`src/hdl/tamper_pkg.sv`:
```
// Holds the shared constants and carrier types for the tamper mux block.
// Assumes a 250 MHz aclk and an AXI4-Lite master for register access.
package tamper_pkg;

  // ************************************************************
  // Clock and timing
  // ************************************************************
  localparam int unsigned CLK_HZ        = 250_000_000; // Core clock rate
  localparam int unsigned CLK_OFF_MS    = 30;          // Clocks held off
  localparam int unsigned DIG_RST_MS    = 125;         // Digital reset hold
  localparam int unsigned PULSE_W_US    = 31250;       // Divided pulse width
  localparam int unsigned CLK_OFF_CYC   = CLK_HZ / 1000 * CLK_OFF_MS;
  localparam int unsigned DIG_RST_CYC   = CLK_HZ / 1000 * DIG_RST_MS;
  localparam int unsigned PULSE_W_CYC   = CLK_HZ / 1000 / 1000 * PULSE_W_US;

  // ************************************************************
  // Multiplex schedule, in line periods
  // ************************************************************
  localparam logic [6:0] MUX_FRAME      = 7'h40;  // 64 periods per frame
  localparam logic [6:0] MUX_HALF       = 7'h20;  // 32:32 split
  localparam logic [6:0] MUX_LONG       = 7'h3c;  // 60 periods
  localparam logic [6:0] MUX_SHORT      = 7'h04;  // 4 periods
  localparam logic [6:0] EVAL_LEAD      = 7'h04;  // Window opens 4 early
  localparam logic [6:0] EVAL_LEN       = 7'h08;  // Window lasts 8
  localparam logic [2:0] CONSEC_HITS    = 3'h4;   // Hits before tamper

  // ************************************************************
  // Register map (byte addresses)
  // ************************************************************
  localparam logic [3:0] REG_CTRL       = 4'h0;   // Configuration
  localparam logic [3:0] REG_STAT       = 4'h4;   // Status
  localparam logic [3:0] REG_PHASE      = 4'h8;   // Phase trim
  localparam logic [3:0] REG_PERIOD     = 4'hc;   // Line period in cycles
  localparam logic [31:0] PERIOD_RST    = 32'h004c4b40; // 20 ms default
  localparam logic [31:0] PERIOD_MIN    = 32'h003d0900; // 16 ms
  localparam logic [31:0] PERIOD_MAX    = 32'h005b8d80; // 24 ms
  localparam logic [3:0] PHASE_RST      = 4'h0;   // No compensation
  localparam logic [1:0] RESP_OKAY      = 2'b00;
  localparam logic [1:0] RESP_SLVERR    = 2'b10;

  // Configuration bits held in the control register
  typedef struct packed {
    logic       threshold_sel;  // 0: 12.5 %, 1: 6.25 %
    logic [1:0] divider_sel;    // Pulse divider select
    logic       rate_sel;       // 1: divided output
    logic       clk_range;      // 0: 4 MHz band, 1: 8 MHz band
  } ctrl_t;
  localparam ctrl_t CTRL_RST = '0;

  // Tamper machine states
  typedef enum logic [1:0] {
    ST_NORMAL  = 2'b00,
    ST_TAMP_P  = 2'b01,  // Primary higher, 60:4
    ST_TAMP_S  = 2'b10   // Secondary higher, 4:60
  } tamper_state_t;

  // Reset sequencer phases
  typedef enum logic [1:0] {
    RS_CLKOFF  = 2'b00,
    RS_DIGRST  = 2'b01,
    RS_RUN     = 2'b10
  } rst_phase_t;

endpackage

```
`src/hdl/tamper_mux_and_energy_pulse.sv`:
```
// Holds the tamper multiplexer, phase delay, reset sequencer and pulse out.
// Assumes an AXI4-Lite master on aclk and synchronous pins for the rest.
//
// Design decisions made here: the address map and the AXI4-Lite register port.
`timescale 1ns/100ps
module tamper_mux_and_energy_pulse
  import tamper_pkg::*;
#(
  parameter int unsigned CLK_OFF_CYCLES = tamper_pkg::CLK_OFF_CYC,
  parameter int unsigned DIG_RST_CYCLES = tamper_pkg::DIG_RST_CYC,
  parameter int unsigned PULSE_CYCLES   = tamper_pkg::PULSE_W_CYC
) (
  input  wire logic        aclk,
  input  wire logic        aresetn,
  input  wire logic [3:0]  s_axi_awaddr,
  input  wire logic        s_axi_awvalid,
  output logic             s_axi_awready,
  input  wire logic [31:0] s_axi_wdata,
  input  wire logic [3:0]  s_axi_wstrb,
  input  wire logic        s_axi_wvalid,
  output logic             s_axi_wready,
  output logic [1:0]       s_axi_bresp,
  output logic             s_axi_bvalid,
  input  wire logic        s_axi_bready,
  input  wire logic [3:0]  s_axi_araddr,
  input  wire logic        s_axi_arvalid,
  output logic             s_axi_arready,
  output logic [31:0]      s_axi_rdata,
  output logic [1:0]       s_axi_rresp,
  output logic             s_axi_rvalid,
  input  wire logic        s_axi_rready,
  input  wire logic        line_zero_cross,   // Line period marker pin
  input  wire logic        sd_stuck,          // Sigma-delta stuck flag
  input  wire logic        no_load_flag,      // No-load condition
  input  wire logic        energy_pulse,      // Internal energy pulse
  input  wire logic        primary_tick,      // Primary energy quantum
  input  wire logic        secondary_tick,    // Secondary energy quantum
  input  wire logic        volt_sample,       // Voltage path stream
  output logic             volt_delayed,      // Compensated voltage path
  output logic             chan_select_q,     // 1: secondary in use
  output logic             tamper_out_pin,    // Low when tampered
  output logic             pulse_out,         // Pulse output pin
  output logic             analog_enable,     // Clocks and buffers on
  output logic             clk_div_sel        // 1: halve core clock
);

  // ************************************************************
  // Pin synchronisers
  // ************************************************************
  // Two stages per pin; stage one feeds only stage two
  logic [5:0] sync1_q;
  logic [5:0] sync2_q;
  always_ff @(posedge aclk) begin
    sync1_q <= {line_zero_cross, sd_stuck, no_load_flag,
                energy_pulse, primary_tick, secondary_tick};
    sync2_q <= sync1_q;
  end
  wire zc_s   = sync2_q[5];
  wire stk_s  = sync2_q[4];
  wire nl_s   = sync2_q[3];
  wire ep_s   = sync2_q[2];
  wire pt_s   = sync2_q[1];
  wire st_s   = sync2_q[0];

  // ************************************************************
  // Reset sequencer
  // ************************************************************
  rst_phase_t  rphase_q;     // Power-up phase
  logic [31:0] rcnt_q;       // Phase timer
  wire         run = (rphase_q == RS_RUN);
  wire         rst_d = !aresetn || !run;  // Digital reset
  // Clocks off 30 ms, then logic held until 125 ms
  always_ff @(posedge aclk) begin
    if (!aresetn) begin
      rphase_q <= RS_CLKOFF;
      rcnt_q   <= '0;
    end else begin
      case (rphase_q)
        RS_CLKOFF: begin
          rcnt_q <= rcnt_q + 32'h1;
          if (rcnt_q >= CLK_OFF_CYCLES - 1) rphase_q <= RS_DIGRST;
        end
        RS_DIGRST: begin
          rcnt_q <= rcnt_q + 32'h1;
          if (rcnt_q >= DIG_RST_CYCLES - 1) rphase_q <= RS_RUN;
        end
        RS_RUN:  rcnt_q <= rcnt_q;
        default: rphase_q <= RS_CLKOFF;
      endcase
    end
  end

  // ************************************************************
  // AXI4-Lite slave
  // ************************************************************
  ctrl_t       ctrl_q;       // Shadow configuration, cleared on reset
  logic [3:0]  phase_trim_setting_q;
  logic [31:0] period_q;     // Measured line period in cycles
  logic        tamper_flag_q;
  tamper_state_t st_q;
  logic        aw_hold_q, w_hold_q;
  logic [3:0]  aw_addr_q;
  logic [31:0] w_data_q;
  logic [3:0]  w_strb_q;
  // Both halves held, no response pending: commit
  wire do_wr = aw_hold_q && w_hold_q && !s_axi_bvalid;
  wire wr_ctrl  = do_wr && (aw_addr_q == REG_CTRL) && w_strb_q[0];
  wire wr_phase = do_wr && (aw_addr_q == REG_PHASE) && w_strb_q[0];
  wire wr_ok    = (aw_addr_q == REG_CTRL) || (aw_addr_q == REG_PHASE);
  wire rd_ok    = (s_axi_araddr[1:0] == 2'h0);
  wire [31:0] rd_mux =
    (s_axi_araddr == REG_CTRL)   ? {27'h0, ctrl_q} :
    (s_axi_araddr == REG_STAT)   ? {27'h0, run, st_q, chan_select_q,
                                    tamper_flag_q} :
    (s_axi_araddr == REG_PHASE)  ? {28'h0, phase_trim_setting_q} :
    (s_axi_araddr == REG_PERIOD) ? period_q : 32'h0;
  // Write channels taken independently, in either order
  always_ff @(posedge aclk) begin
    if (rst_d) begin
      aw_hold_q <= 1'b0;
      w_hold_q  <= 1'b0;
      aw_addr_q <= '0;
      w_data_q  <= '0;
      w_strb_q  <= '0;
      s_axi_bvalid <= 1'b0;
      s_axi_bresp  <= RESP_OKAY;
    end else begin
      if (s_axi_awvalid && s_axi_awready) begin
        aw_hold_q <= 1'b1;
        aw_addr_q <= s_axi_awaddr;
      end
      if (s_axi_wvalid && s_axi_wready) begin
        w_hold_q <= 1'b1;
        w_data_q <= s_axi_wdata;
        w_strb_q <= s_axi_wstrb;
      end
      if (do_wr) begin
        aw_hold_q    <= 1'b0;
        w_hold_q     <= 1'b0;
        s_axi_bvalid <= 1'b1;
        s_axi_bresp  <= wr_ok ? RESP_OKAY : RESP_SLVERR;
      end else if (s_axi_bvalid && s_axi_bready) begin
        s_axi_bvalid <= 1'b0;
      end
    end
  end
  assign s_axi_awready = run && !aw_hold_q;
  assign s_axi_wready  = run && !w_hold_q;
  assign s_axi_arready = run && !s_axi_rvalid;
  // Read answers one cycle after the address is taken
  always_ff @(posedge aclk) begin
    if (rst_d) begin
      s_axi_rvalid <= 1'b0;
      s_axi_rdata  <= '0;
      s_axi_rresp  <= RESP_OKAY;
    end else if (s_axi_arvalid && s_axi_arready) begin
      s_axi_rvalid <= 1'b1;
      s_axi_rdata  <= rd_mux;
      s_axi_rresp  <= rd_ok ? RESP_OKAY : RESP_SLVERR;
    end else if (s_axi_rready) begin
      s_axi_rvalid <= 1'b0;
    end
  end
  // Shadow configuration cleared by any reset
  always_ff @(posedge aclk) begin
    if (rst_d) begin
      ctrl_q <= CTRL_RST;
      phase_trim_setting_q <= PHASE_RST;
    end else begin
      if (wr_ctrl)  ctrl_q <= w_data_q[4:0];
      if (wr_phase) phase_trim_setting_q <= w_data_q[3:0];
    end
  end

  // ************************************************************
  // Clock range and analog enable
  // ************************************************************
  // Band bit: halve the core clock
  always_ff @(posedge aclk) begin
    if (!aresetn) begin
      clk_div_sel   <= 1'b0;
      analog_enable <= 1'b0;
    end else begin
      clk_div_sel   <= ctrl_q.clk_range;
      analog_enable <= (rphase_q != RS_CLKOFF);
    end
  end

  // ************************************************************
  // Line period counter
  // ************************************************************
  logic        zc_q;
  logic [31:0] pcnt_q;
  logic [6:0]  per_q;        // Period index in 64-period frame
  wire         zc_rise = zc_s && !zc_q;
  // Out-of-range period measurement disables tamper logic
  wire         per_bad = (period_q < PERIOD_MIN) || (period_q > PERIOD_MAX);
  // Whole line cycles drive the schedule
  always_ff @(posedge aclk) begin
    if (rst_d) begin
      zc_q     <= 1'b0;
      pcnt_q   <= '0;
      period_q <= PERIOD_RST;
      per_q    <= '0;
    end else begin
      zc_q <= zc_s;
      if (zc_rise) begin
        period_q <= pcnt_q;
        pcnt_q   <= '0;
        per_q    <= (per_q == MUX_FRAME - 7'h1) ? 7'h0 : per_q + 7'h1;
      end else if (pcnt_q != 32'hffffffff) begin
        pcnt_q <= pcnt_q + 32'h1;
      end
    end
  end

  // ************************************************************
  // Multiplex schedule and evaluation window
  // ************************************************************
  // Switchover point depends on state
  wire [6:0] switch_at = (st_q == ST_TAMP_P) ? MUX_LONG :
                         (st_q == ST_TAMP_S) ? MUX_SHORT : MUX_HALF;
  wire       win_open  = (per_q >= switch_at - EVAL_LEAD) &&
                         (per_q <  switch_at - EVAL_LEAD + EVAL_LEN);
  wire       in_b      = (per_q >= switch_at);
  wire       win_end   = zc_rise &&
                         (per_q == switch_at - EVAL_LEAD + EVAL_LEN - 7'h1);
  // Tamper keeps the higher channel even across the gap
  wire       use_sec   = (st_q == ST_TAMP_S) ? 1'b1 :
                         (st_q == ST_TAMP_P) ? 1'b0 : in_b;
  always_ff @(posedge aclk) begin
    if (!aresetn) chan_select_q <= 1'b0;
    else          chan_select_q <= use_sec;
  end

  // ************************************************************
  // Samples A and B and criterion
  // ************************************************************
  logic [23:0] samp_a_q, samp_b_q;
  logic        pt_q, st_q2;
  wire         pt_ev = pt_s && !pt_q;
  wire         st_ev = st_s && !st_q2;
  // Gap samples the other channel too
  always_ff @(posedge aclk) begin
    if (rst_d) begin
      pt_q <= 1'b0;
      st_q2 <= 1'b0;
      samp_a_q <= '0;
      samp_b_q <= '0;
    end else begin
      pt_q  <= pt_s;
      st_q2 <= st_s;
      if (win_end) begin
        samp_a_q <= '0;
        samp_b_q <= '0;
      end else if (win_open) begin
        if (!in_b && pt_ev) samp_a_q <= samp_a_q + 24'h1;
        if (in_b && st_ev)  samp_b_q <= samp_b_q + 24'h1;
      end
    end
  end
  wire [24:0] sum_ab = {1'b0, samp_a_q} + {1'b0, samp_b_q};
  wire [23:0] diff   = (samp_a_q > samp_b_q) ? samp_a_q - samp_b_q :
                                               samp_b_q - samp_a_q;
  // Average times 12.5 % is sum/16, times 6.25 % is sum/32
  wire [24:0] thr    = ctrl_q.threshold_sel ? (sum_ab >> 5) : (sum_ab >> 4);
  wire        tamper_threshold_select   = ({1'b0, diff} > thr);
  wire        a_high = (samp_a_q > samp_b_q);

  // ************************************************************
  // Tamper state machine
  // ************************************************************
  logic [2:0] hits_q;
  wire        inhibit = per_bad || stk_s || nl_s;
  always_ff @(posedge aclk) begin
    if (rst_d) begin
      st_q   <= ST_NORMAL;
      hits_q <= '0;
    end else if (inhibit) begin
      st_q   <= ST_NORMAL;
      hits_q <= '0;
    end else if (win_end) begin
      case (st_q)
        ST_NORMAL: begin
          if (!tamper_threshold_select) hits_q <= '0;
          else if (hits_q == CONSEC_HITS - 3'h1) begin
            hits_q <= '0;
            st_q   <= a_high ? ST_TAMP_P : ST_TAMP_S;
          end else hits_q <= hits_q + 3'h1;
        end
        ST_TAMP_P, ST_TAMP_S: begin
          if (!tamper_threshold_select) st_q <= ST_NORMAL;
          else st_q <= a_high ? ST_TAMP_P : ST_TAMP_S;
        end
        default: st_q <= ST_NORMAL;
      endcase
    end
  end
  // Flag and active-low pin
  always_ff @(posedge aclk) begin
    if (!aresetn) begin
      tamper_flag_q  <= 1'b0;
      tamper_out_pin <= 1'b1;
    end else begin
      tamper_flag_q  <= (st_q != ST_NORMAL);
      tamper_out_pin <= (st_q == ST_NORMAL);
    end
  end

  // ************************************************************
  // Phase compensation delay line
  // ************************************************************
  // Zero trim taps the first stage: no added shift
  // Each code adds one sample of delay, linear steps
  logic [15:0] vdly_q;
  genvar g;
  generate
    for (g = 0; g < 16; g++) begin : g_dly
      always_ff @(posedge aclk) begin
        if (rst_d) vdly_q[g] <= 1'b0;
        else       vdly_q[g] <= (g == 0) ? volt_sample :
                                vdly_q[(g > 0) ? g - 1 : 0];
      end
    end
  endgenerate
  always_ff @(posedge aclk) begin
    if (!aresetn) volt_delayed <= 1'b0;
    else          volt_delayed <= vdly_q[phase_trim_setting_q];
  end

  // ************************************************************
  // Energy to pulse output
  // ************************************************************
  logic       ep_q;
  logic [7:0] div_q;
  logic [31:0] pw_q;         // Remaining width of divided pulse
  wire        ep_rise = ep_s && !ep_q;
  wire [7:0]  div_top = (ctrl_q.divider_sel == 2'h0) ? 8'd63  :
                        (ctrl_q.divider_sel == 2'h1) ? 8'd127 :
                        (ctrl_q.divider_sel == 2'h2) ? 8'd31  : 8'd255;
  // Divide by selected ratio
  always_ff @(posedge aclk) begin
    if (rst_d) begin
      ep_q  <= 1'b0;
      div_q <= '0;
      pw_q  <= '0;
    end else begin
      ep_q <= ep_s;
      if (ep_rise && ctrl_q.rate_sel) begin
        div_q <= (div_q >= div_top) ? 8'h0 : div_q + 8'h1;
        if (div_q >= div_top) pw_q <= PULSE_CYCLES;
      end
      if (pw_q != 32'h0 && !(ep_rise && div_q >= div_top)) begin
        pw_q <= pw_q - 32'h1;
      end
    end
  end
  // Undivided mode passes the 50 % energy pulse straight
  always_ff @(posedge aclk) begin
    if (!aresetn) pulse_out <= 1'b0;
    else pulse_out <= ctrl_q.rate_sel ? (pw_q != 32'h0) : ep_s;
  end

endmodule

```
`config.mk`:
```
export PLATFORM = sky130hd
export DESIGN_NAME = tamper_mux_and_energy_pulse
export DESIGN_NICKNAME = d
export VERILOG_FILES = /design/src/hdl/tamper_pkg.sv /design/src/hdl/tamper_mux_and_energy_pulse.sv
export SDC_FILE = /design/constraint.sdc
export NUM_CORES = 1
export LEC_CHECK = 0
export ABC_CLOCK_PERIOD_IN_PS = 6200
export BUFFER_PORTS_ARGS = -buffer_cell sky130_fd_sc_hd__buf_2
export CAP_MARGIN = 20
export CORE_MARGIN = 1.5
export CORE_UTILIZATION = 40
export DETAILED_ROUTE_END_ITERATION = 12
export SKIP_LAST_GASP = 1
export SLEW_MARGIN = 20
export SYNTH_ARGS = -nofsm -noshare
export SYNTH_HDL_FRONTEND = slang
export SYNTH_SLANG_ARGS = --single-unit
```
`constraint.sdc`:
```
create_clock -name aclk -period 6.2 [get_ports aclk]
set_input_delay 0 -clock aclk [delete_from_list [all_inputs] [get_ports aclk]]
set_output_delay 0 -clock aclk [all_outputs]
set_load 0.1 [all_outputs]
```
==> out/metrics.csv <==
stage,metric,value,unit
outcome,status,completed,
grt,grt_pass1_vias,14100,
final_layout,instances_no_fill,2675,
power_and_ir_drop,p_int,3100,uW
synthesis,yosysWarningCount,0,
critical_path,critPathRequiredTime,6610,ps
final_layout,nFillCells,4121,
sta,rsz0062_at_grt,no,
power_and_ir_drop,power,3940,uW
final_layout,area_delta_synth_final,12.7,%
routing,drc,0,
final_layout,finalNetCount,2298,
synthesis,synth_flop_cell,dfxtp_1,
grt,grt_overflow_total,0,
clock_network,clock-sinks,294,
synthesis,postSynthCellCount,2055,
critical_path,worstSetupPathType,register to register,
synthesis,synth_edf_count,0,
synthesis,yosysSeqAreaShare,34.7,%
placed_design,place_congestion,0.939,
critical_path,slowest_delay,520,ps
synthesis,synth_top_area_cell,dfxtp_1,
final_layout,final_cell_area,19100,um2
floorplanning,fp-row-count,75,
power_and_ir_drop,vdd_drop_max,0.165,mV
power_and_ir_drop,p_sw_share,21.4,%
synthesis,synth.area.top_cells,"dfxtp_1, ha_1, nor2_1",
routing,route.vias.total,14600,
placed_design,dp.cells,2590,
power_and_ir_drop,power_density,206,nW/um2
critical_path,cpMostUsedCell,o21ai_0,
clock_network,root_buffer,clkbuf_16,
floorplanning,die_h,209,um
critical_path,r2r_slack,450,ps
critical_path,slowest_stage,ha_1,
routing,drt_iter0_drc,1027,
sta,post-route-min-period,5750,ps
placed_design,post-dp-hpwl,31.6,mm
sta,skew,38.9,ps
clock_network,htree_levels,2,
synthesis,synthDistinctLibCells,81,
floorplanning,io_pins,105,
synthesis,synth.avg_cell_area,8.26,um2
synthesis,synth_top_area_share,34.7,%
power_and_ir_drop,p_leak,0.00742,uW
power_and_ir_drop,power_switching,845,uW
synthesis,synthTopCellsByCount,"dfxtp_1, nor2_1, nand2_1, a21oi_1, ha_1",
clock_network,ctsLongestPathBuffers,3,
final_layout,diodes,0,
floorplanning,start_util,40.5,%
final_layout,multiInputGateArea,10400,um2
final_layout,seqCellArea,5890,um2
sta,final.setup.tns,0,ps
hold_path,hold_class,primary input to register,
grt,grt_pass1_wl,72.0,mm
grt,grt_max_degree,75,
power_and_ir_drop,pwr-share-comb,1.4,%
sta,tightest_slew,1100,ps
critical_path,cp_max_fo,16,
power_and_ir_drop,p_clk_share,50.4,%
synthesis,postSynth.asyncResetShare,0,%
sta,min_period_over_period,92.8,%
synthesis,yosysMostFrequentCell,dfxtp_1,
floorplanning,die_w,209,um
critical_path,end_kind,register,
final_layout,drive_above_1_share,8.75,%
routing,vias_per_cell,5.45,
routing,drt-pass1-iter-count,5,
clock_network,post_cts_buffers,0,
routing,final_antenna_net_count,0,
critical_path,cp_cell_sequence,inv_1 -> ha_1 -> nor2b_1 -> o21ai_0 -> a21o_1 -> a221oi_1 -> a21o_1 -> o21a_1 -> nor2_1 -> a221oi_1 -> nor2b_1 -> o21ai_0 -> ha_1 -> a21oi_1 -> o21ai_0 -> nor4_1 -> nor2_1 -> a211o_1 -> nor3_1 -> a221o_1 -> a31oi_1 -> o32ai_1,
grt,antenna_found_initial,0,
critical_path,crit_path_start_kind,register,
sta,fmax,174,MHz
clock_network,clk_pin_slew_worst_paths,60,ps
floorplanning,core,41900,um2
sta,relSlewSlack,27.0,%
routing,wl_per_cell,16.4,um
routing,drt-total-wl,43.8,mm
sta,finalMaxSlewViolations,0,
sta,setup_violations,0,
placed_design,dpl_cell_area,17700,um2
job,maxCapViolCount,0,
power_and_ir_drop,seq_power_share,48.2,%
synthesis,yosys_register_bits,294,
clock_network,cts_buffers,35,
placed_design,io_buffer_count,72,
clock_network,clk_latency,550,ps
grt,grt_use_total,20.0,%
sta,hold_slack,58.7,ps
critical_path,arrival,6170,ps
clock_network,cts_tree,built,
floorplanning,die-area,43700,um2
sta,hold_viol,0,
synthesis,netlist_area,17000,um2
stage by stage:
stage / setup WS (ps) / util, %
3_5_place_dp: 503 / 42.4
3_3_place_gp: 603 / 42.4
4_1_cts: 515 / 45.7
6_report: 447 / 45.7
5_1_grt: 12.1 / 45.7
2_1_floorplan: 1290 / -
registers in the layout (all words and copies together) (netlist names), 3 cells and up:
register and cells:
aw_addr_q 4, ctrl_q 5, div_q 8, hits_q 3, pcnt_q 32, per_q 7
period_q 32, phase_trim_setting_q 4, pw_q 32, rcnt_q 32, s_axi_rdata 32, samp_a_q 24
samp_b_q 24, sync1_q 6, sync2_q 6, vdly_q 16, w_data_q 5
cell families (layout without fill, tap and decap cells):
| family | after synthesis | after routing | synth area share (%) |
|---|---|---|---|
| other | 2 | 3 | 0.0443 |
| XOR/XNOR | 146 | 146 | 7.54 |
| multiplexers | 52 | 52 | 3.77 |
| buffers and inverters | 187 | 267 | 4.41 |
| AND/OR/NAND/NOR | 820 | 820 | 23.9 |
| AO/OA/AOI/OAI | 429 | 429 | 16.3 |
| flip-flops | 294 | 294 | 34.7 |
| adder cells (fa/ha/maj) | 125 | 125 | 9.31 |
placed cells by master (no fill, tap or decap), types with 8 or more instances in the layout:
master	netlist	final
nand3_1	76	76
nor2_1	241	241
nor2b_1	27	26
a21boi_0	8	8
mux4_2	9	9
a21oi_1	160	159
xnor2_1	100	100
nand2b_1	28	27
a22oi_1	34	34
nor4_1	25	25
ha_1	123	123
inv_1	94	94
buf_2	16	72
and2_1	34	34
nor3_1	47	47
or3_1	24	24
dlygate4sd3_1	0	27
a211oi_1	13	13
clkbuf_16	0	35
o21ai_0	71	71
buf_4	5	14
clkbuf_8	0	8
dfxtp_1	294	294
o21a_1	16	16
xor2_1	46	46
and3_1	44	44
nand4_1	45	45
o31ai_1	15	15
o21bai_1	21	21
nand2_1	180	177
or4_1	8	8
a21o_1	23	23
mux2i_1	38	38
power groups by stage:
stage               clock, uW  combinational, uW  sequential [uW]
CTS                      2050               57.7             1900
global placement            0               45.1             1940
global route             2120               62.3             1900
floorplan                   0               27.5             1940
finish                   1990               57.0             1900
detailed placement          0               46.0             1940
critical path: cells and delay by family (launching register included):
kind                       cells  cell delay [ps]
adders and majority gates      2              860
DFF                            1              400
and+or+nand+nor                6             1350
buffers and inverters          1              100
AOI/OAI and AO/OA             13             2910
repair_timing:
item | 4_1_cts | 5_1_grt
resized for setup | 0 | 1
hold buffers | 27 | 0
endpoints found under the hold margin | 26 | 0
endpoints found under the setup margin | 0 | 5
area by class of cell:
class                   instances  share of cell area [%]
clock buffers                  50                    5.29
clock inverters                 8                   0.452
repair buffers                113                    3.85
flip-flops and latches        294                    30.8
inverters                      96                    1.88
well taps                     539                    3.53
multi-input cells            1575                    54.2
path summary, 6_finish.rpt:
kind                                   start         end  cells after the start
worst max-delay path            samp_a_q[11]     st_q[0]                     22
worst min-delay path            s_axi_wvalid    w_hold_q                      4
worst max register to register  samp_a_q[11]     st_q[0]                     22
worst min register to register    sync1_q[4]  sync2_q[4]                      0
layer usage:
layer,routed length (um),global-route usage [%],share of wire [%],vias to the layer above
li1,-,-,-,7321
met1,21100,26.9,48,6896
met2,19600,32.3,45,278
met3,1740,2.87,4.0,76
met4,1410,7.97,3.2,0
met5,0,0,0,-
Power figures use the tool's default switching activity.
